### src/include/resolver_pkg.sv
// Package with the constants shared by the resolver readout and its encoder emulation.
package resolver_pkg;

  // Synchroniser vector bit positions for the pins sampled by mclk_i.
  localparam int unsigned SYNC_W        = 6;
  localparam int unsigned SY_MODE_LOW   = 0;
  localparam int unsigned SY_MODE_HIGH  = 1;
  localparam int unsigned SY_SAMPLE     = 2;
  localparam int unsigned SY_SCLK       = 3;
  localparam int unsigned SY_SDI        = 4;
  localparam int unsigned SY_FSYNC      = 5;
  // Idle levels of the synchronised pins: frame sync, serial clock and sample strobe high.
  localparam logic [5:0]  SYNC_RST      = 6'h2C;

  // Frame sizes.
  localparam int unsigned FRAME_W       = 24;
  localparam int unsigned ANGLE_W       = 16;
  localparam int unsigned BYTE_W        = 8;

  // Serial register addresses, address bytes carry a set MSB.
  localparam logic [7:0]  ADDR_POS_HI   = 8'h80;
  localparam logic [7:0]  ADDR_POS_LO   = 8'h81;
  localparam logic [7:0]  ADDR_VEL_HI   = 8'h82;
  localparam logic [7:0]  ADDR_VEL_LO   = 8'h83;
  localparam logic [7:0]  ADDR_CTRL     = 8'h91;
  localparam logic [7:0]  ADDR_FAULT    = 8'hFF;
  localparam logic [7:0]  ADDR_RST      = 8'hFF;

  // Control register: D1..D0 digital resolution, D3..D2 encoder resolution.
  localparam int unsigned CTRL_DIG_LSB  = 0;
  localparam int unsigned CTRL_ENC_LSB  = 2;
  localparam logic [6:0]  CTRL_RST      = 7'h0F;

  // Fault bits: bit 7 is signal loss and drives both pins.
  localparam logic [7:0]  LOT_MASK      = 8'h8F;
  localparam logic [7:0]  DOS_MASK      = 8'hF0;
  localparam logic [7:0]  FAULT_RST     = 8'h80;

  // Local register port offsets.
  localparam logic [1:0]  OFS_CTRL      = 2'h0;
  localparam logic [1:0]  OFS_FAULT     = 2'h1;
  localparam logic [1:0]  OFS_STICKY    = 2'h2;

  // Encoder resolution codes 0..3 mean 10, 12, 14 and 16 bits.
  localparam int unsigned RES_BASE_BITS = 10;

  // Settling times after reset in ms, host side only, per resolution code.
  localparam int unsigned TRACK_MS_10   = 10;
  localparam int unsigned TRACK_MS_12   = 20;
  localparam int unsigned TRACK_MS_14   = 25;
  localparam int unsigned TRACK_MS_16   = 60;

  // Frame state of the serial port.
  typedef enum logic [1:0] {FR_IDLE, FR_NORMAL, FR_CONFIG} frame_e;

endpackage : resolver_pkg

### src/include/enc_if.sv
// Interface carrying position and resolution to the encoder emulation and its outputs back.
`timescale 1ns/100ps
interface enc_if;
  logic [15:0] position;   // Live integrator position.
  logic [1:0]  dig_res;    // Digital output resolution code.
  logic [1:0]  enc_res;    // Requested encoder resolution code.
  logic        enc_a;      // Quadrature A from a flop.
  logic        enc_b;      // Quadrature B from a flop.
  logic        marker;     // North marker from a flop.

  // Readout side drives position and resolution.
  modport src (output position, output dig_res, output enc_res, input enc_a, input enc_b, input marker);
  // Encoder side drives the quadrature outputs.
  modport enc (input position, input dig_res, input enc_res, output enc_a, output enc_b, output marker);
endinterface : enc_if

### src/hw/quad_encoder_emul.sv
// Incremental encoder emulation producing A, B and north marker from the live position.
`timescale 1ns/100ps
module quad_encoder_emul (
  input wire logic mclk_i,    // System clock.
  input wire logic resetn_i,  // Asynchronous reset, active low.
  enc_if.enc       enc        // Position in, quadrature out.
);
  import resolver_pkg::*;

  // Encoder resolution never exceeds the digital one.
  wire logic [1:0]  eff_res = (enc.enc_res > enc.dig_res) ? enc.dig_res : enc.enc_res;
  // Shift that drops the bits below the chosen resolution.
  wire logic [2:0]  drop    = 3'(6 - 2 * int'(eff_res));
  wire logic [15:0] pos_sh  = enc.position >> drop;
  logic a_q;          // Quadrature A.
  logic b_q;          // Quadrature B.
  logic nm_q;         // North marker.
  logic [1:0] prev_q; // Previous two low counts, for checking only.

  // A leads B on rising counts; marker spans the single zero count, a quarter A cycle.
  always_ff @(posedge mclk_i or negedge resetn_i) begin
    if (!resetn_i) begin
      a_q    <= 1'b0;
      b_q    <= 1'b0;
      nm_q   <= 1'b0;
      prev_q <= 2'h0;
    end else begin
      a_q    <= pos_sh[1] ^ pos_sh[0];
      b_q    <= pos_sh[1];
      nm_q   <= (pos_sh == 16'h0000);
      prev_q <= pos_sh[1:0];
    end
  end

  assign enc.enc_a  = a_q;
  assign enc.enc_b  = b_q;
  assign enc.marker = nm_q;
endmodule : quad_encoder_emul

### src/hw/resolver_serial_readout.sv
// Serial readout, fault latching and clearing, and encoder hookup of the resolver converter.
//
// Decided for this implementation: the register offsets and the strobed register port.
`timescale 1ns/100ps
module resolver_serial_readout (
  input  wire logic                  mclk_i,                       // System clock, 25 MHz.
  input  wire logic                  resetn_i,                     // Asynchronous reset, active low.
  input  wire logic                  mode_select_low_i,            // Mode select, low bit, pin.
  input  wire logic                  mode_select_high_i,           // Mode select, high bit, pin.
  input  wire logic                  sample_n_i,                   // Sample strobe, active low, pin.
  input  wire logic                  sclk_i,                       // Serial clock, pin.
  input  wire logic                  sdi_i,                        // Serial data in, pin.
  input  wire logic                  write_frame_sync_n_i,         // Frame sync, active low, pin.
  input  wire logic [15:0]           position_i,                   // Position integrator, same clock.
  input  wire logic [15:0]           velocity_i,                   // Velocity integrator, same clock.
  input  wire logic [7:0]            fault_cond_i,                 // Live fault conditions, same clock.
  input  wire logic [1:0]            reg_addr_i,                   // Local register offset.
  input  wire logic [7:0]            reg_wdata_i,                  // Local register write data.
  input  wire logic                  reg_wr_i,                     // Local write strobe.
  input  wire logic                  reg_rd_i,                     // Local read strobe.
  output logic [7:0]                 reg_rdata_o,                  // Read data, cycle after strobe.
  output logic                       sdo_o,                        // Serial data out.
  output logic                       sdo_oe_n_o,                   // Serial out enable, low drives.
  output logic                       tracking_loss_flag_n_o,       // Tracking loss pin, active low.
  output logic                       signal_degradation_flag_n_o,  // Degradation pin, active low.
  output logic                       enc_a_o,                      // Quadrature A.
  output logic                       enc_b_o,                      // Quadrature B.
  output logic                       north_marker_o,               // North marker.
  output resolver_pkg::frame_e       frame_state_o                 // Serial port state, for debug.
);
  import resolver_pkg::*;

  // Pin synchronisers: first stage, second stage, and a third copy for edges.
  logic [SYNC_W-1:0] s1_q;  // First stage, read only by the second.
  logic [SYNC_W-1:0] s2_q;  // Second stage, safe to use.
  logic [SYNC_W-1:0] s3_q;  // Delayed copy for edge detection.

  // Holding and fault registers.
  logic [15:0] pos_hold_q;  // Sampled position.
  logic [15:0] vel_hold_q;  // Sampled velocity.
  logic [7:0]  fault_q;     // Fault register seen by the host.
  logic [7:0]  sticky_q;    // Latched faults driving the pins.
  logic        armed_q;     // Fault register was read, next sample clears.
  logic        lot_n_q;     // Tracking loss pin.
  logic        dos_n_q;     // Degradation pin.

  // Serial port state.
  frame_e      frame_q;     // Current frame kind.
  frame_e      frame_d;     // Next frame kind.
  logic [23:0] shift_q;     // Output shift register.
  logic [7:0]  in_q;        // Input shift register.
  logic [7:0]  addr_q;      // Last register address written.
  logic [6:0]  ctrl_q;      // Control register.
  logic [6:0]  ctrl_d;      // Next control value.
  logic [6:0]  wr_data_q;   // Data of the last serial write cycle.
  logic        oe_n_q;      // Output enable, low while framing.
  logic [7:0]  rdata_q;     // Local read data.

  // Synchronise every pin through two flops; the third flop only feeds edges.
  always_ff @(posedge mclk_i or negedge resetn_i) begin
    if (!resetn_i) begin
      s1_q <= SYNC_RST;
      s2_q <= SYNC_RST;
      s3_q <= SYNC_RST;
    end else begin
      s1_q <= {write_frame_sync_n_i,
               sdi_i,
               sclk_i,
               sample_n_i,
               mode_select_high_i,
               mode_select_low_i};
      s2_q <= s1_q;
      s3_q <= s2_q;
    end
  end

  // Edge decoding on the synchronised pins.
  wire logic sample_fall = s3_q[SY_SAMPLE] & ~s2_q[SY_SAMPLE];
  wire logic sclk_rise   = ~s3_q[SY_SCLK] & s2_q[SY_SCLK];
  wire logic sclk_fall   = s3_q[SY_SCLK] & ~s2_q[SY_SCLK];
  wire logic fs_fall     = s3_q[SY_FSYNC] & ~s2_q[SY_FSYNC];
  wire logic fs_rise     = ~s3_q[SY_FSYNC] & s2_q[SY_FSYNC];
  wire logic cfg_mode    = s2_q[SY_MODE_LOW] & s2_q[SY_MODE_HIGH];
  wire logic sdi_s       = s2_q[SY_SDI];

  // Fault update: new conditions always accumulate, so a set beats a clear.
  wire logic       clear_now = sample_fall & armed_q;
  wire logic [7:0] sticky_d  = clear_now ? fault_cond_i : (sticky_q | fault_cond_i);

  // Sample strobe copies the integrators and refreshes the fault register.
  always_ff @(posedge mclk_i or negedge resetn_i) begin
    if (!resetn_i) begin
      pos_hold_q <= 16'h0000;
      vel_hold_q <= 16'h0000;
      fault_q    <= FAULT_RST;
    end else if (sample_fall) begin
      pos_hold_q <= position_i;
      vel_hold_q <= velocity_i;
      fault_q    <= sticky_q | fault_cond_i;
    end
  end

  // Latched faults drive the two pins; reset shows signal loss on both.
  always_ff @(posedge mclk_i or negedge resetn_i) begin
    if (!resetn_i) begin
      sticky_q <= FAULT_RST;
      lot_n_q  <= 1'b0;
      dos_n_q  <= 1'b0;
    end else begin
      sticky_q <= sticky_d;
      lot_n_q  <= ~|(sticky_q & LOT_MASK);
      dos_n_q  <= ~|(sticky_q & DOS_MASK);
    end
  end

  // A data frame ended while the fault address was selected: the fault register was read.
  wire logic cfg_end    = fs_rise & (frame_q == FR_CONFIG);
  wire logic fault_read = cfg_end & ~in_q[7] & (addr_q == ADDR_FAULT);

  // Clear is armed by the fault read and consumed by the following sample edge.
  always_ff @(posedge mclk_i or negedge resetn_i) begin
    if (!resetn_i) begin
      armed_q <= 1'b0;
    end else if (fault_read) begin
      armed_q <= 1'b1;
    end else if (clear_now) begin
      armed_q <= 1'b0;
    end
  end

  // Frame kind follows frame sync and the mode selects at the frame's start.
  always_comb begin
    frame_d = frame_q;
    case (frame_q)
      FR_IDLE: begin
        if (fs_fall) begin
          frame_d = cfg_mode ? FR_CONFIG : FR_NORMAL;
        end
      end
      FR_NORMAL, FR_CONFIG: begin
        if (fs_rise) begin
          frame_d = FR_IDLE;
        end
      end
      default: begin
        frame_d = FR_IDLE;
      end
    endcase
  end

  // Angle chosen by the low mode select in normal mode.
  wire logic [15:0] angle_word = s2_q[SY_MODE_LOW] ? vel_hold_q : pos_hold_q;
  // Readback of the control register flags a mismatch with the data of the last serial write.
  wire logic        ctrl_err   = (ctrl_q != wr_data_q);
  // Byte selected by the last address for configuration reads.
  wire logic [7:0]  cfg_byte   = (addr_q == ADDR_POS_HI) ? pos_hold_q[15:8] :
                                 (addr_q == ADDR_POS_LO) ? pos_hold_q[7:0]  :
                                 (addr_q == ADDR_VEL_HI) ? vel_hold_q[15:8] :
                                 (addr_q == ADDR_VEL_LO) ? vel_hold_q[7:0]  :
                                 (addr_q == ADDR_CTRL)   ? {ctrl_err, ctrl_q} :
                                 (addr_q == ADDR_FAULT)  ? fault_q          : 8'h00;
  // Word loaded at the start of a frame: eight bits in config, 24 in normal mode.
  wire logic [23:0] frame_word = cfg_mode ? {cfg_byte, 16'h0000} : {angle_word, fault_q};
  wire logic        active     = (frame_q != FR_IDLE);

  // Output shift register: loaded on frame start, advanced on serial clock rising edges.
  always_ff @(posedge mclk_i or negedge resetn_i) begin
    if (!resetn_i) begin
      shift_q <= 24'h00_0000;
      oe_n_q  <= 1'b1;
      frame_q <= FR_IDLE;
    end else begin
      frame_q <= frame_d;
      oe_n_q  <= s2_q[SY_FSYNC];
      if (fs_fall && frame_q == FR_IDLE) begin
        shift_q <= frame_word;
      end else if (sclk_rise && active) begin
        shift_q <= {shift_q[22:0], 1'b0};
      end
    end
  end

  // Input shift register samples on serial clock falling edges during config frames.
  always_ff @(posedge mclk_i or negedge resetn_i) begin
    if (!resetn_i) begin
      in_q <= 8'h00;
    end else if (fs_fall) begin
      in_q <= 8'h00;
    end else if (sclk_fall && frame_q == FR_CONFIG) begin
      in_q <= {in_q[6:0], sdi_s};
    end
  end

  // Serial writes take priority over local writes of the control register.
  wire logic ser_wr  = cfg_end & ~in_q[7];
  wire logic loc_wr  = reg_wr_i & (reg_addr_i == OFS_CTRL);
  assign ctrl_d = (ser_wr && addr_q == ADDR_CTRL) ? in_q[6:0] :
                  loc_wr                          ? reg_wdata_i[6:0] : ctrl_q;

  // Byte latched at frame end: set MSB is an address, clear MSB is data.
  always_ff @(posedge mclk_i or negedge resetn_i) begin
    if (!resetn_i) begin
      addr_q    <= ADDR_RST;
      ctrl_q    <= CTRL_RST;
      wr_data_q <= CTRL_RST;
    end else begin
      ctrl_q <= ctrl_d;
      if (cfg_end && in_q[7]) begin
        addr_q <= in_q;
      end
      if (ser_wr) begin
        wr_data_q <= in_q[6:0];
      end
    end
  end

  // Local read port: data only in the cycle after the strobe.
  wire logic [7:0] loc_mux = (reg_addr_i == OFS_CTRL)   ? {1'b0, ctrl_q} :
                             (reg_addr_i == OFS_FAULT)  ? fault_q :
                             (reg_addr_i == OFS_STICKY) ? sticky_q : 8'h00;

  // Read data are zero outside the cycle after a read strobe.
  always_ff @(posedge mclk_i or negedge resetn_i) begin
    if (!resetn_i) begin
      rdata_q <= 8'h00;
    end else begin
      rdata_q <= reg_rd_i ? loc_mux : 8'h00;
    end
  end

  // Encoder emulation runs from the live position regardless of the host.
  enc_if enc_bus ();
  assign enc_bus.position = position_i;
  assign enc_bus.dig_res  = ctrl_q[CTRL_DIG_LSB +: 2];
  assign enc_bus.enc_res  = ctrl_q[CTRL_ENC_LSB +: 2];

  quad_encoder_emul u_enc (
    .mclk_i   (mclk_i),
    .resetn_i (resetn_i),
    .enc      (enc_bus)
  );

  // Outputs straight from flops.
  assign reg_rdata_o                 = rdata_q;
  assign sdo_o                       = shift_q[FRAME_W-1];
  assign sdo_oe_n_o                  = oe_n_q;
  assign tracking_loss_flag_n_o      = lot_n_q;
  assign signal_degradation_flag_n_o = dos_n_q;
  assign enc_a_o                     = enc_bus.enc_a;
  assign enc_b_o                     = enc_bus.enc_b;
  assign north_marker_o              = enc_bus.marker;
  assign frame_state_o               = frame_q;
endmodule : resolver_serial_readout

### config.mk
export PLATFORM = sky130hd
export DESIGN_NAME = resolver_serial_readout
export DESIGN_NICKNAME = d
export VERILOG_FILES = /design/src/include/resolver_pkg.sv /design/src/include/enc_if.sv /design/src/hw/quad_encoder_emul.sv /design/src/hw/resolver_serial_readout.sv
export SDC_FILE = /design/constraint.sdc
export NUM_CORES = 1
export LEC_CHECK = 0
export BUFFER_PORTS_ARGS = -buffer_cell sky130_fd_sc_hd__buf_2
export CAP_MARGIN = 20
export CORE_MARGIN = 8
export CORE_UTILIZATION = 54
export CTS_BUF_LIST = sky130_fd_sc_hd__clkbuf_8
export DETAILED_ROUTE_END_ITERATION = 8
export PLACE_DENSITY_LB_ADDON = 0.15
export SYNTH_ARGS = -nofsm -noshare
export SYNTH_HDL_FRONTEND = slang
export SYNTH_HIERARCHICAL = 1
export SYNTH_SLANG_ARGS = --single-unit
### constraint.sdc
create_clock -name mclk_i -period 2.4 [get_ports mclk_i]
set_input_delay 0.48 -clock mclk_i [delete_from_list [all_inputs] [get_ports mclk_i]]
set_output_delay 0.48 -clock mclk_i [all_outputs]
set_load 0.02 [all_outputs]
# After elaboration in Yosys (flattened, before gate mapping)
# Cells that the tools add are included.
# op_classes
muxes,26
n_addsub,1
shifts,1
bitwise,19
reduce_logical,19
n_eq_ne,13
magnitude_cmp,1
# op_table
cell,n
$mux W8,13
$mux W24,3
$eq A8 B8 Y1 const B,6
$logic_not A16 Y1,1
$mux W16,1
$shr A16 B3 Y16,1
$mux W7,2
$and A1 B1 Y1,11
$reduce_bool A2 Y1,5
$mux W2,4
$or A8 B8 Y8,1
$ne A7 B7 Y1,1
$not A1 Y1,6
$logic_and A1 B1 Y1,5
$reduce_or A5 Y1,1
$eq A2 B1 Y1 const B,2
$eq A2 B2 Y1 const B,2
$logic_not A2 Y1,2
$ne A2 B2 Y1 const B,2
$pmux W2 S2,1
$reduce_or A4 Y1,1
$sub A3 B3 Y3 const A,1
$gt A2 B2 Y1,1
$logic_not A1 Y1,2
4 further kinds,5
# totals
register_bits,137
word_cells,101
input_bits,60

# Logic depth before layout (Yosys ltp)
# Gate-level depths: netlist (run 1).
# logic_depth
ltp_word,9
depth_mapped,8
depth_no_buf,8

# Hierarchy
# Netlist (run 1), hierarchy kept.
# by_module_without_submodules
mod,seq_area_each_um2,instances,area_per_inst_um2,cells_each
resolver_serial_readout,3286.9,1,5886.9,512
quad_encoder_emul,75.1,1,321.6,31

# Worst setup path after synthesis (run 1)
# OpenSTA, ideal clock, no wires.
# synth_timing
path_type,register to register
startpoint,register ctrl_q[1]
endpoint,"register u_enc.nm_q, in the netlist u_enc/enc.marker"
path_buffers,0
arrival_time_ns,2.351
setup_time_ns,0.122
path_slack_ns,-0.072
t_required_ns,2.278
stages_incl_launch_ff,9
path_cell_list,dfstp_2 > inv_1 > ha_1 > nor2b_1 > o21ai_2 > mux2i_2 > mux4_2 > ha_1 > o2111a_1
# synth_between
elab_chain_cells,5
# synth_rtl
element,line_no,rtl
start: declaration,resolver_serial_readout.sv:53,logic [6:0] ctrl_q;
start signal: assignment,resolver_serial_readout.sv:207,ctrl_q <= ctrl_d;
$gt A2 B2 Y1,quad_encoder_emul.sv:11,wire logic [1:0] eff_res = (enc.enc_res > enc.dig_res) ? enc.dig_res : enc.enc_res;
$mux W2 (*),quad_encoder_emul.sv:11,
$sub A3 B3 Y3 (*),quad_encoder_emul.sv:13,wire logic [2:0] drop = 3'(6 - 2 * int'(eff_res));
$shr A16 B3 Y16 (*),quad_encoder_emul.sv:14,wire logic [15:0] pos_sh = enc.position >> drop;
$logic_not A16 Y1 (*),quad_encoder_emul.sv:30,nm_q <= (pos_sh == 16'h0000);
end signal: assignment,quad_encoder_emul.sv:30,
end: declaration,quad_encoder_emul.sv:17,logic nm_q;
# Mark *: on every way between the ends. The rest lies on a longest branch, timed or not.
# A chain may end at the register's enable or synchronous reset.

# Final worst setup path (run 1)
# Same ends and word-level chain as after synthesis.

==> results_dict.tcl, run 1 <==
set metrics [dict create \
    cp-end-kind "register" \
    slew_headroom_pct 29.75 \
    r2r_cells 8 \
    fillCellCount 902 \
    ys_seq_area_share_pct 54.15 \
    synth_top_area_share_pct 42.72 \
    drt_wl_total_um 14960 \
    wl_met1_um 6510 \
    cts_sinks 133 \
    area_delta_synth_final_pct 17.57 \
    r2r_setup_slack_ns -0.005 \
    p_per_area_mw_per_mm2 873.7 \
    max_cap_violations 0 \
    max_freq_mhz 415.7 \
    ir_worst_vdd_uv 528.5 \
    port_buffers 75 \
    io_pins 77 \
    wl_met3_um 1048 \
    setup_viol 1 \
    core_mm2 0.01132 \
    cts_tree "done" \
    layout-drive-gt1-share_pct 36.21 \
    p_int_mw 4.538 \
    die_y_um 123.2 \
    nNetsFinal 691 \
    tns_ns -0.005334 \
    cp-endpoint "u_enc/enc.marker$_DFF_PN0_" \
    htreeDepth 4 \
    hold_buffers 0 \
    layout_setup_ws_ns -0.005334 \
    dr.pass1.iters 5 \
    cts.clk_slew.worst_paths_ns 0.08 \
    power.leakage_nw 3.244 \
    hold_path_class "input pin to async pin" \
    die-width_um 123.2 \
    routedWlPerCell_um 19.15 \
    min_period_ns 2.405 \
    crit_arrival_ns 2.74 \
    multi_input_area_mm2 0.002663 \
    root_buffer "clkbuf_8" \
    grtUsageTotal_pct 20.78 \
    status "finished with violations" \
    slew_viol_final 0 \
    synth_seq_cells 133 \
    critical_path.startpoint "ctrl_q[1]$_DFFE_PN1P_" \
    clockBufferDepth 2 \
    fin_crit_sh_pct 100.2 \
    grt_pass1_wl_um 24580 \
    yosysMostFrequentCell "dfrtp_1" \
    syn_area_per_cell_um2 11.43 \
    antenna_found_initial 0 \
    drc 0 \
    yosys_warnings 6 \
    die_area_mm2 0.01518 \
    initial_core_util_pct 54.84 \
    met2_length_um 7189 \
    clk_latency_ns 0.44 \
    syn-num-nets 609 \
    diodes 0 \
    required_ns 2.73 \
    finalHoldViolations 0 \
    netlist_area_mm2 0.006208 \
    pwr-share-comb_pct 20.5 \
    cp-start-kind "register" \
    place.gp.congestion 0.8912 \
    grt_setup_unrepaired "true" \
    synth_area_leaders "dfrtp_1 43%, dfstp_2 11%, mux2_2 8.9%, nand2_1 5.4%, mux2i_1 4.4%" \
    timing.rr.start "ctrl_q[1]$_DFFE_PN1P_" \
    critPathMaxFanout 3 \
    postSynthCellCount 543 \
    seqCellArea_mm2 0.003362 \
    fin_skew_ns 0.009579 \
    rows 39 \
    seqPwrFrac_pct 46.0 \
    numCtsBuffers 17 \
    grt_max_degree 74 \
    path_class "register to register" \
    synth.cells.most_frequent "106 x dfrtp_1, 90 x nand2_1, 49 x mux2_2, 31 x o21ai_0" \
    async_reset_ff_share_pct 100.0 \
    reg2reg_to "u_enc/enc.marker$_DFF_PN0_" \
    grt_pass1_vias 4649 \
    synth_area_leader_cell "dfrtp_1" \
    p_total_mw 6.378 \
    via_count 4640 \
    clkPwrFrac_pct 33.5 \
    ant_nets 0 \
    dpl.hpwl_um 10550 \
    p_sw_share_pct 28.84 \
    synth_cell_types 57 \
    synth_edf_count 0 \
    highest_layer "met4" \
    worst_pin_slew_ns 1.050 \
    vias_per_cell 5.941 \
    synth_flop_cell "dfrtp_1" \
    overflow 0 \
    violations "setup timing" \
    drtIter0Drc 524 \
    p_sw_mw 1.839 \
]
[flip-flops by register name (all words and copies together), names as in the netlist, 2 cells and up]
name	count
reg_rdata_o	8
sticky_q	8
ctrl_q	7
s1_q	6
fault_q	8
vel_hold_q	16
in_q	8
pos_hold_q	16
s2_q	6
shift_q	24
frame_state_o	2
wr_data_q	7
addr_q	8
s3_q	2
[power groups by stage]
stage | sequential [mW] | combinational (mW) | clock [mW]
5_1_grt | 2.98 | 1.45 | 2.27
2_1_floorplan | 2.93 | 0.815 | 0
3_3_place_gp | 2.95 | 1.21 | 0
4_1_cts | 2.93 | 1.30 | 2.17
3_5_place_dp | 2.96 | 1.28 | 0
6_report | 2.93 | 1.31 | 2.13
[repair_timing]
action	in CTS	in global routing
pin swaps	2	0
setup endpoints to repair	2	3
buffers inserted	1	0
resized for setup	2	1
[worst min path at each step]
stage,cells past startpoint,end,from,slack [ns]
2_1_floorplan,0,armed_q$_DFFE_PN0P_,resetn_i,0.18
3_3_place_gp,0,s2_q[1]$_DFF_PN0_,s1_q[1]$_DFF_PN0_,0.33
3_5_place_dp,0,s2_q[0]$_DFF_PN0_,s1_q[0]$_DFF_PN0_,0.34
4_1_cts,2,reg_rdata_o[6]$_DFF_PN0_,resetn_i,0.05
5_1_grt,2,reg_rdata_o[6]$_DFF_PN0_,resetn_i,0.06
6_report,2,reg_rdata_o[6]$_DFF_PN0_,resetn_i,0.05
[logic make-up (layout without fill, tap and decap cells)]
logic type,count (synthesis),after routing,share of synthesized area (%)
and+or+nand+nor,145,145,11.19
muxes,82,82,15.28
buffers and inverters,48,143,3.708
adders and majority gates,6,6,1.209
xor gates and xnor gates,7,7,0.9875
AOI/OAI and AO/OA,122,122,13.48
DFF,133,133,54.15
[critical path, stage by stage (launching register included)]
cell      delay (ns)
dfstp_2         0.54
inv_2           0.04
ha_4            0.21
nor2b_4         0.13
o21ai_4         0.15
mux2i_4         0.36
mux4_2          0.56
ha_2            0.20
o2111a_1        0.11
[layout make-up]
type	instances	share of cell area (%)
timing repair buffer	94	7.816
sequential	133	46.06
clock inverter	9	1.988
tap	143	2.451
multi-input combinational	362	36.48
inverter	17	0.8742
clock buffer	23	4.337
[per-stage QoR]
stage                     cells  instance area [µm²]  setup WS (ns)  util [%]  hold WS [ns]
after global routing        781                 7300       -0.08068     64.48       0.05774
final                       781                 7300      -0.005334     64.48       0.04596
after CTS                   781                 7292       -0.02685     64.41       0.04871
after floorplan             543                 6227       -0.02858         -        0.1844
after global placement      748                 6810       -0.06734     60.16        0.3319
after detailed placement    748                 6810        -0.1159     60.16        0.3379
[layout by cell type (no fill, tap or decap), types with 9 or more instances in the layout]
cell type / count
dfrtp_1: 106
nand2_1: 90
buf_2: 74
mux2_2: 49
o21ai_0: 31
mux2i_1: 27
dfstp_2: 27
clkbuf_8: 23
a31oi_1: 17
inv_1: 16
buf_4: 16
nor2_1: 15
a21oi_1: 15
a221oi_1: 14
o22ai_1: 12
and2_1: 9
[per-layer routing]
layer / global-route usage (%) / up-vias
met5: 0 / -
met4: 5.944 / 0
met3: 5.799 / 18
met2: 32.31 / 171
met1: 27.97 / 2325
li1: - / 2126
Power figures use the tool's default switching activity.
==> inputs of run 2 (changes only) <==
--- a/config.mk
+++ b/config.mk
@@ -10,6 +10,7 @@
 export CORE_MARGIN = 8
 export CORE_UTILIZATION = 54
 export CTS_BUF_LIST = sky130_fd_sc_hd__clkbuf_8
+export CTS_CLUSTER_DIAMETER = 120
 export DETAILED_ROUTE_END_ITERATION = 8
 export PLACE_DENSITY_LB_ADDON = 0.15
 export SYNTH_ARGS = -nofsm -noshare
==> constraint.sdc (replaced) <==
create_clock -name mclk_i -period 2.4 [get_ports mclk_i]
set_input_delay 0.12 -clock mclk_i [delete_from_list [all_inputs] [get_ports mclk_i]]
set_output_delay 0.12 -clock mclk_i [all_outputs]
set_load 0.02 [all_outputs]
==> run 2 against run 1 <==
The flow now finishes without violations. Critical path depth shrank 1. First-iteration DRC count shrank 5.5%. Routed wire length grew 3.9%. Design area grew 7.2%.
==> results_dict.tcl, run 2 (same netlist as run 1, synthesis figures left out) <==
set metrics [dict create \
    drc 0 \
    reg2reg_to "u_enc/enc.enc_a$_DFF_PN0_" \
    final_cell_mix "106 x dfrtp_1, 90 x nand2_1, 74 x buf_2" \
    routedWlPerCell_um 18.58 \
    rows 39 \
    fin_crit_sh_pct 99.67 \
    nNetsFinal 746 \
    place.gp.congestion 0.8779 \
    largest_reg_flops 24 \
    ir_worst_vdd_uv 682.5 \
    grt_setup_unrepaired "true" \
    crit_family "multiplexers" \
    status "finished clean" \
    grt_max_degree 56 \
    die_area_mm2 0.01518 \
    dp_cells 749 \
    cp-start-kind "register" \
    layout-drive-gt1-share_pct 32.90 \
    initial_core_util_pct 54.84 \
    finalHoldViolations 0 \
    seqCellArea_mm2 0.003362 \
    max_cap_violations 0 \
    grt_use_met1_pct 28.80 \
    slew_headroom_pct 33.24 \
    grt-busiest-layer "met2" \
    diodes 0 \
    root_buffer "clkbuf_8" \
    critPathMaxFanout 3 \
    slew_viol_final 0 \
    cp-end-kind "register" \
    cts.clk_slew.worst_paths_ns 0.08 \
    postCtsSetupBuffers 0 \
    layout_commonest_cell "dfrtp_1" \
    timing.rr.start "ctrl_q[1]$_DFFE_PN1P_" \
    port_buffers 75 \
    grt_pass1_wl_um 25210 \
    crit_buf_inv 1 \
    dpl.hpwl_um 10770 \
    cts_sinks 133 \
    vias_per_cell 5.799 \
    slowest_stage "mux4_2" \
    core_mm2 0.01132 \
    io_pins 77 \
    numCtsBuffers 17 \
    area_delta_synth_final_pct 26.04 \
    via_count 4848 \
    use_met2_pct 33.32 \
    drtIter0Drc 495 \
    ant_nets 0 \
    drt_wl_total_um 15530 \
    power.leakage_nw 3.474 \
    clk_latency_ns 0.45 \
    use_met3_pct 5.845 \
    critical_path.max_stage_delay_ns 0.55 \
    setup_viol 0 \
    hold_path_class "input pin to async pin" \
    p_per_area_mw_per_mm2 825.6 \
    top_register "shift_q" \
    design_area_mm2 0.007825 \
    reg.largest.list "shift_q: 24 flops, pos_hold_q: 16 flops, vel_hold_q: 16 flops" \
    cts_tree "done" \
    crit_chain "inv_2 -> ha_4 -> nor2b_4 -> o21ai_2 -> mux2i_4 -> mux4_2 -> ha_2" \
    grtUsageTotal_pct 21.53 \
    path_class "register to register" \
    clockBufferDepth 2 \
    dr.pass1.iters 6 \
    htreeDepth 4 \
    crit_arrival_ns 2.73 \
    antenna_found_initial 0 \
    worst_pin_slew_ns 0.9977 \
    fillCellCount 850 \
    r2r_setup_slack_ns 0.008 \
    required_ns 2.73 \
    multi_input_area_mm2 0.002655 \
    overflow 0 \
    max_freq_mhz 418.0 \
    r2r_cells 7 \
    die-width_um 123.2 \
    die_y_um 123.2 \
    fin_cells 836 \
    min_period_ns 2.392 \
    grt_pass1_vias 4890 \
    fin_skew_ns 0.01092 \
    dpl_cell_area_mm2 0.006793 \
]
run 2: cell types whose count changed in the layout (fill, tap and decap cells not counted):
cell           change
dlygate4sd3_1     +55
clkinv_2           -3
inv_1              +3
buf_12             -2
buf_4              +2
clkbuf_8           -2
bufinv_16          +1
clkinv_4           +1
o21ai_2            +1
o21ai_4            -1
run 2: worst max-delay path by stage:
| stage | cells past startpoint | endpoint | startpoint |
|---|---|---|---|
| 6_report | 7 | u_enc/enc.enc_a$_DFF_PN0_ | ctrl_q[1]$_DFFE_PN1P_ |
| 2_1_floorplan | 8 | u_enc/enc.marker$_DFF_PN0_ | ctrl_q[1]$_DFFE_PN1P_ |
| 5_1_grt | 8 | u_enc/enc.marker$_DFF_PN0_ | ctrl_q[1]$_DFFE_PN1P_ |
| 3_5_place_dp | 8 | u_enc/enc.marker$_DFF_PN0_ | ctrl_q[1]$_DFFE_PN1P_ |
| 4_1_cts | 8 | u_enc/enc.marker$_DFF_PN0_ | ctrl_q[1]$_DFFE_PN1P_ |
| 3_3_place_gp | 8 | u_enc/enc.marker$_DFF_PN0_ | ctrl_q[1]$_DFFE_PN1P_ |
run 2: where the power goes:
group	total [mW]	internal (mW)	leakage [nW]	switching (mW)
Clock	2.17	1.34	0.250	0.835
Combinational	1.35	0.644	1.68	0.706
Sequential	2.94	2.64	1.54	0.297
Total	6.46	4.62	3.47	1.84
run 2: stage by stage:
step                hold slack, ns  util, %  setup TNS [ns]  setup slack (ns)  total power, mW
floorplan                  -0.1756        -        -0.04924          -0.02858            3.747
global placement         -0.005154    60.00        -0.07919          -0.04535            4.158
detailed placement       -0.003087    60.00         -0.1692          -0.08954            4.219
CTS                        0.06471    69.12               0           0.01205            6.486
global route               0.08593    69.12        -0.08621          -0.04521            6.759
finish                     0.08792    69.12               0          0.007891            6.460
run 2: repair_timing:
action	in CTS	in global routing
pin swaps	2	0
gates resized for setup	2	0
endpoints found under the hold margin	180	0
hold buffers	55	0
endpoints found under the setup margin	2	2
run 2: layout make-up:
| class | instances | share of cell area [%] |
|---|---|---|
| sequential | 133 | 42.96 |
| clock inverter | 11 | 2.303 |
| clock buffer | 21 | 3.694 |
| timing repair buffer | 149 | 14.01 |
| inverter | 17 | 0.8155 |
| multi-input combinational | 362 | 33.93 |
| tap | 143 | 2.287 |
run 2: per-layer routing:
metal	part of all wire, %	routed length (µm)	vias to the layer above
li1	-	-	2235
met1	44	6825	2411
met2	48	7472	181
met3	6.3	971	21
met4	1.7	262	0
met5	0	0	-
==> inputs of run 3 (changes only) <==
--- a/config.mk
+++ b/config.mk
@@ -8,12 +8,11 @@
 export BUFFER_PORTS_ARGS = -buffer_cell sky130_fd_sc_hd__buf_2
 export CAP_MARGIN = 20
 export CORE_MARGIN = 8
-export CORE_UTILIZATION = 54
+export CORE_UTILIZATION = 55
 export CTS_BUF_LIST = sky130_fd_sc_hd__clkbuf_8
 export CTS_CLUSTER_DIAMETER = 120
 export DETAILED_ROUTE_END_ITERATION = 8
 export PLACE_DENSITY_LB_ADDON = 0.15
 export SYNTH_ARGS = -nofsm -noshare
 export SYNTH_HDL_FRONTEND = slang
-export SYNTH_HIERARCHICAL = 1
 export SYNTH_SLANG_ARGS = --single-unit
==> constraint.sdc (replaced) <==
create_clock -name mclk_i -period 2.3 [get_ports mclk_i]
set_input_delay 0.115 -clock mclk_i [delete_from_list [all_inputs] [get_ports mclk_i]]
set_output_delay 0.115 -clock mclk_i [all_outputs]
set_load 0.02 [all_outputs]
==> run 3 against run 2 <==
The run now ends with setup timing left. Clock power is 19% lower. Critical path depth is 3 higher. Clock skew is 0.0019 ns lower. Flip-flop and latch count stayed put. Sequential power is 4% higher. Largest cell class unchanged. Critical endpoint is now u_enc.enc.marker$_DFF_PN0_. Cell count is 2.8% higher.
==> results_dict.tcl, run 3 <==
set metrics [dict create \
    status "finished with violations" \
    violations "setup timing" \
    slew_viol_final 0 \
    diodes 0 \
    yosysMostFrequentCell "dfrtp_1" \
    grt_pass1_wl_um 27590 \
    dpl.hpwl_um 11890 \
    power.leakage_nw 3.526 \
    syn_area_per_cell_um2 11.34 \
    layout_commonest_cell "dfrtp_1" \
    worst_pin_slew_ns 0.5454 \
    async_reset_ff_share_pct 100.0 \
    area_delta_synth_final_pct 25.87 \
    synth.cells.most_frequent "106 x dfrtp_1, 46 x mux2_2, 34 x mux2i_1, 31 x nor2_1, 31 x o21ai_0" \
    clkPwrFrac_pct 27.9 \
    fillCellCount 801 \
    ant_nets 0 \
    grt_setup_unrepaired "true" \
    pwr-share-comb_pct 23.5 \
    layout-drive-gt1-share_pct 30.87 \
    antenna_found_initial 0 \
    overflow 0 \
    path_class "register to register" \
    required_ns 2.67 \
    numCtsBuffers 17 \
    cp-end-kind "register" \
    synth_edf_count 0 \
    netlist_area_mm2 0.006351 \
    die_area_mm2 0.01524 \
    via_count 5141 \
    synth_seq_cells 133 \
    place.gp.congestion 0.9266 \
    io_pins 77 \
    top_register "shift_q" \
    ys_seq_area_share_pct 52.94 \
    min_period_ns 2.507 \
    syn-num-nets 626 \
    postSynthCellCount 560 \
    ir_worst_vdd_uv 520.3 \
    yosys_warnings 0 \
    synth_top_area_share_pct 41.77 \
    clockBufferDepth 2 \
    die_y_um 123.5 \
    grt_max_degree 84 \
    seqPwrFrac_pct 48.6 \
    p_total_mw 6.267 \
    p_sw_share_pct 30.21 \
    critPathMaxFanout 3 \
    max_freq_mhz 398.9 \
    dpl_cell_area_mm2 0.007059 \
    cts.clk_slew.worst_paths_ns 0.07 \
    largest_reg_flops 24 \
    fin_cells 859 \
    clk_latency_ns 0.44 \
    nNetsFinal 769 \
    rows 39 \
    dr.pass1.iters 5 \
    drt_wl_total_um 17220 \
    layout_setup_ws_ns -0.2067 \
    final_cell_mix "106 x dfrtp_1, 74 x buf_2, 56 x dlygate4sd3_1" \
    cts_tree "done" \
    synth_area_leaders "dfrtp_1 42%, dfstp_2 11%, mux2_2 8.2%, mux2i_1 5.4%, o21ai_0 2.4%" \
    holdWs_ns 0.1778 \
    hold_path_class "input pin to register" \
    fin_crit_sh_pct 109.0 \
    dp_cells 770 \
    design_area_mm2 0.007994 \
    p_per_area_mw_per_mm2 784.0 \
    htreeDepth 4 \
    fin_skew_ns 0.009000 \
    die-width_um 123.5 \
    p_sw_mw 1.893 \
    drc 0 \
    grt_pass1_vias 5294 \
    reg.largest.list "shift_q: 24 flops, pos_hold_q: 16 flops, vel_hold_q: 16 flops" \
    drtIter0Drc 647 \
    root_buffer "clkbuf_8" \
    grtUsageTotal_pct 23.74 \
    initial_core_util_pct 55.86 \
    core_mm2 0.01137 \
    cts_sinks 133 \
    port_buffers 75 \
    slew_headroom_pct 63.16 \
    synth_flop_cell "dfrtp_1" \
    setup_viol 1 \
    synth_cell_types 53 \
    vias_per_cell 5.985 \
    synth_area_leader_cell "dfrtp_1" \
    cp-start-kind "register" \
    routedWlPerCell_um 20.05 \
    p_int_mw 4.374 \
    finalHoldViolations 0 \
    max_cap_violations 0 \
    crit_arrival_ns 2.87 \
]
## run 3: area by class of cell
cell class	count	area, µm²	share of cell area [%]
repair buffers	158	1179	14.74
multi-input cells	373	2849	35.64
well taps	143	178.9	2.238
clock buffers	20	275.3	3.443
flip-flops and latches	133	3362	42.06
inverters	20	75.07	0.9391
clock inverters	12	75.07	0.9391
## run 3: critical path, stage by stage (launching register included)
cell and delay, ns:
dfstp_2 0.54, inv_2 0.05, ha_4 0.21, nor3b_4 0.15
o21ba_2 0.21, or2_4 0.26, mux4_2 0.34, ha_2 0.17
nor4b_4 0.18, nand4_1 0.15, a211oi_2 0.17
## run 3: routing by layer
metal  up-vias  GRT usage, %  share of wire [%]
li1       2349             -                  -
met1      2576         29.99                 42
met2       189         39.03                 50
met3        27         6.575                6.9
met4         0         7.223                1.7
met5         -             0                  0
## run 3: stage by stage
step,util [%],setup slack [ns],TNS (ns)
2_1_floorplan,-,-0.08814,-0.08814
3_3_place_gp,62.09,-0.08004,-0.08004
3_5_place_dp,62.09,-0.2060,-0.2060
4_1_cts,70.13,-0.1815,-0.1815
5_1_grt,70.31,-0.2810,-0.3150
6_report,70.31,-0.2067,-0.2067
## run 3: repair_timing
action                     CTS  global route
setup buffers                0             1
cloned                       0             0
gates resized for setup      2             1
setup endpoints to repair    1             5
pin swaps                    1             0
hold endpoints to repair   178             1
hold buffers                55             1
## run 3: worst paths after layout
kind / slack [ns] / cells past startpoint / to / from
max in group asynchronous: 1.65 / 3 / addr_q[1]$_DFFE_PN1P_ / resetn_i
max reg2reg: -0.21 / 10 / u_enc.enc.marker$_DFF_PN0_ / ctrl_q[1]$_DFFE_PN1P_
min in group asynchronous: 0.22 / 3 / reg_rdata_o[5]$_DFF_PN0_ / resetn_i
min: 0.18 / 3 / reg_rdata_o[2]$_DFF_PN0_ / reg_addr_i[1]
min reg2reg: 0.35 / 0 / s2_q[1]$_DFF_PN0_ / s1_q[1]$_DFF_PN0_
max: -0.21 / 10 / u_enc.enc.marker$_DFF_PN0_ / ctrl_q[1]$_DFFE_PN1P_
## run 3: power groups by stage
stage | Sequential (mW) | Clock (mW) | Combinational, mW
2_1_floorplan | 3.02 | 0 | 0.880
3_3_place_gp | 3.05 | 0 | 1.32
3_5_place_dp | 3.07 | 0 | 1.38
4_1_cts | 3.03 | 1.78 | 1.46
5_1_grt | 3.08 | 1.91 | 1.62
6_report | 3.05 | 1.75 | 1.47
## run 3: kinds of logic after synthesis
logic type / Yosys count / synth area share [%]
buffers and inverters: 54 / 3.467
XOR/XNOR: 7 / 0.9653
flip-flops: 133 / 52.94
AND/OR/NAND/NOR: 153 / 13.40
multiplexers: 84 / 14.93
AO/OA/AOI/OAI: 123 / 13.12
adder cells (fa/ha/maj): 6 / 1.182
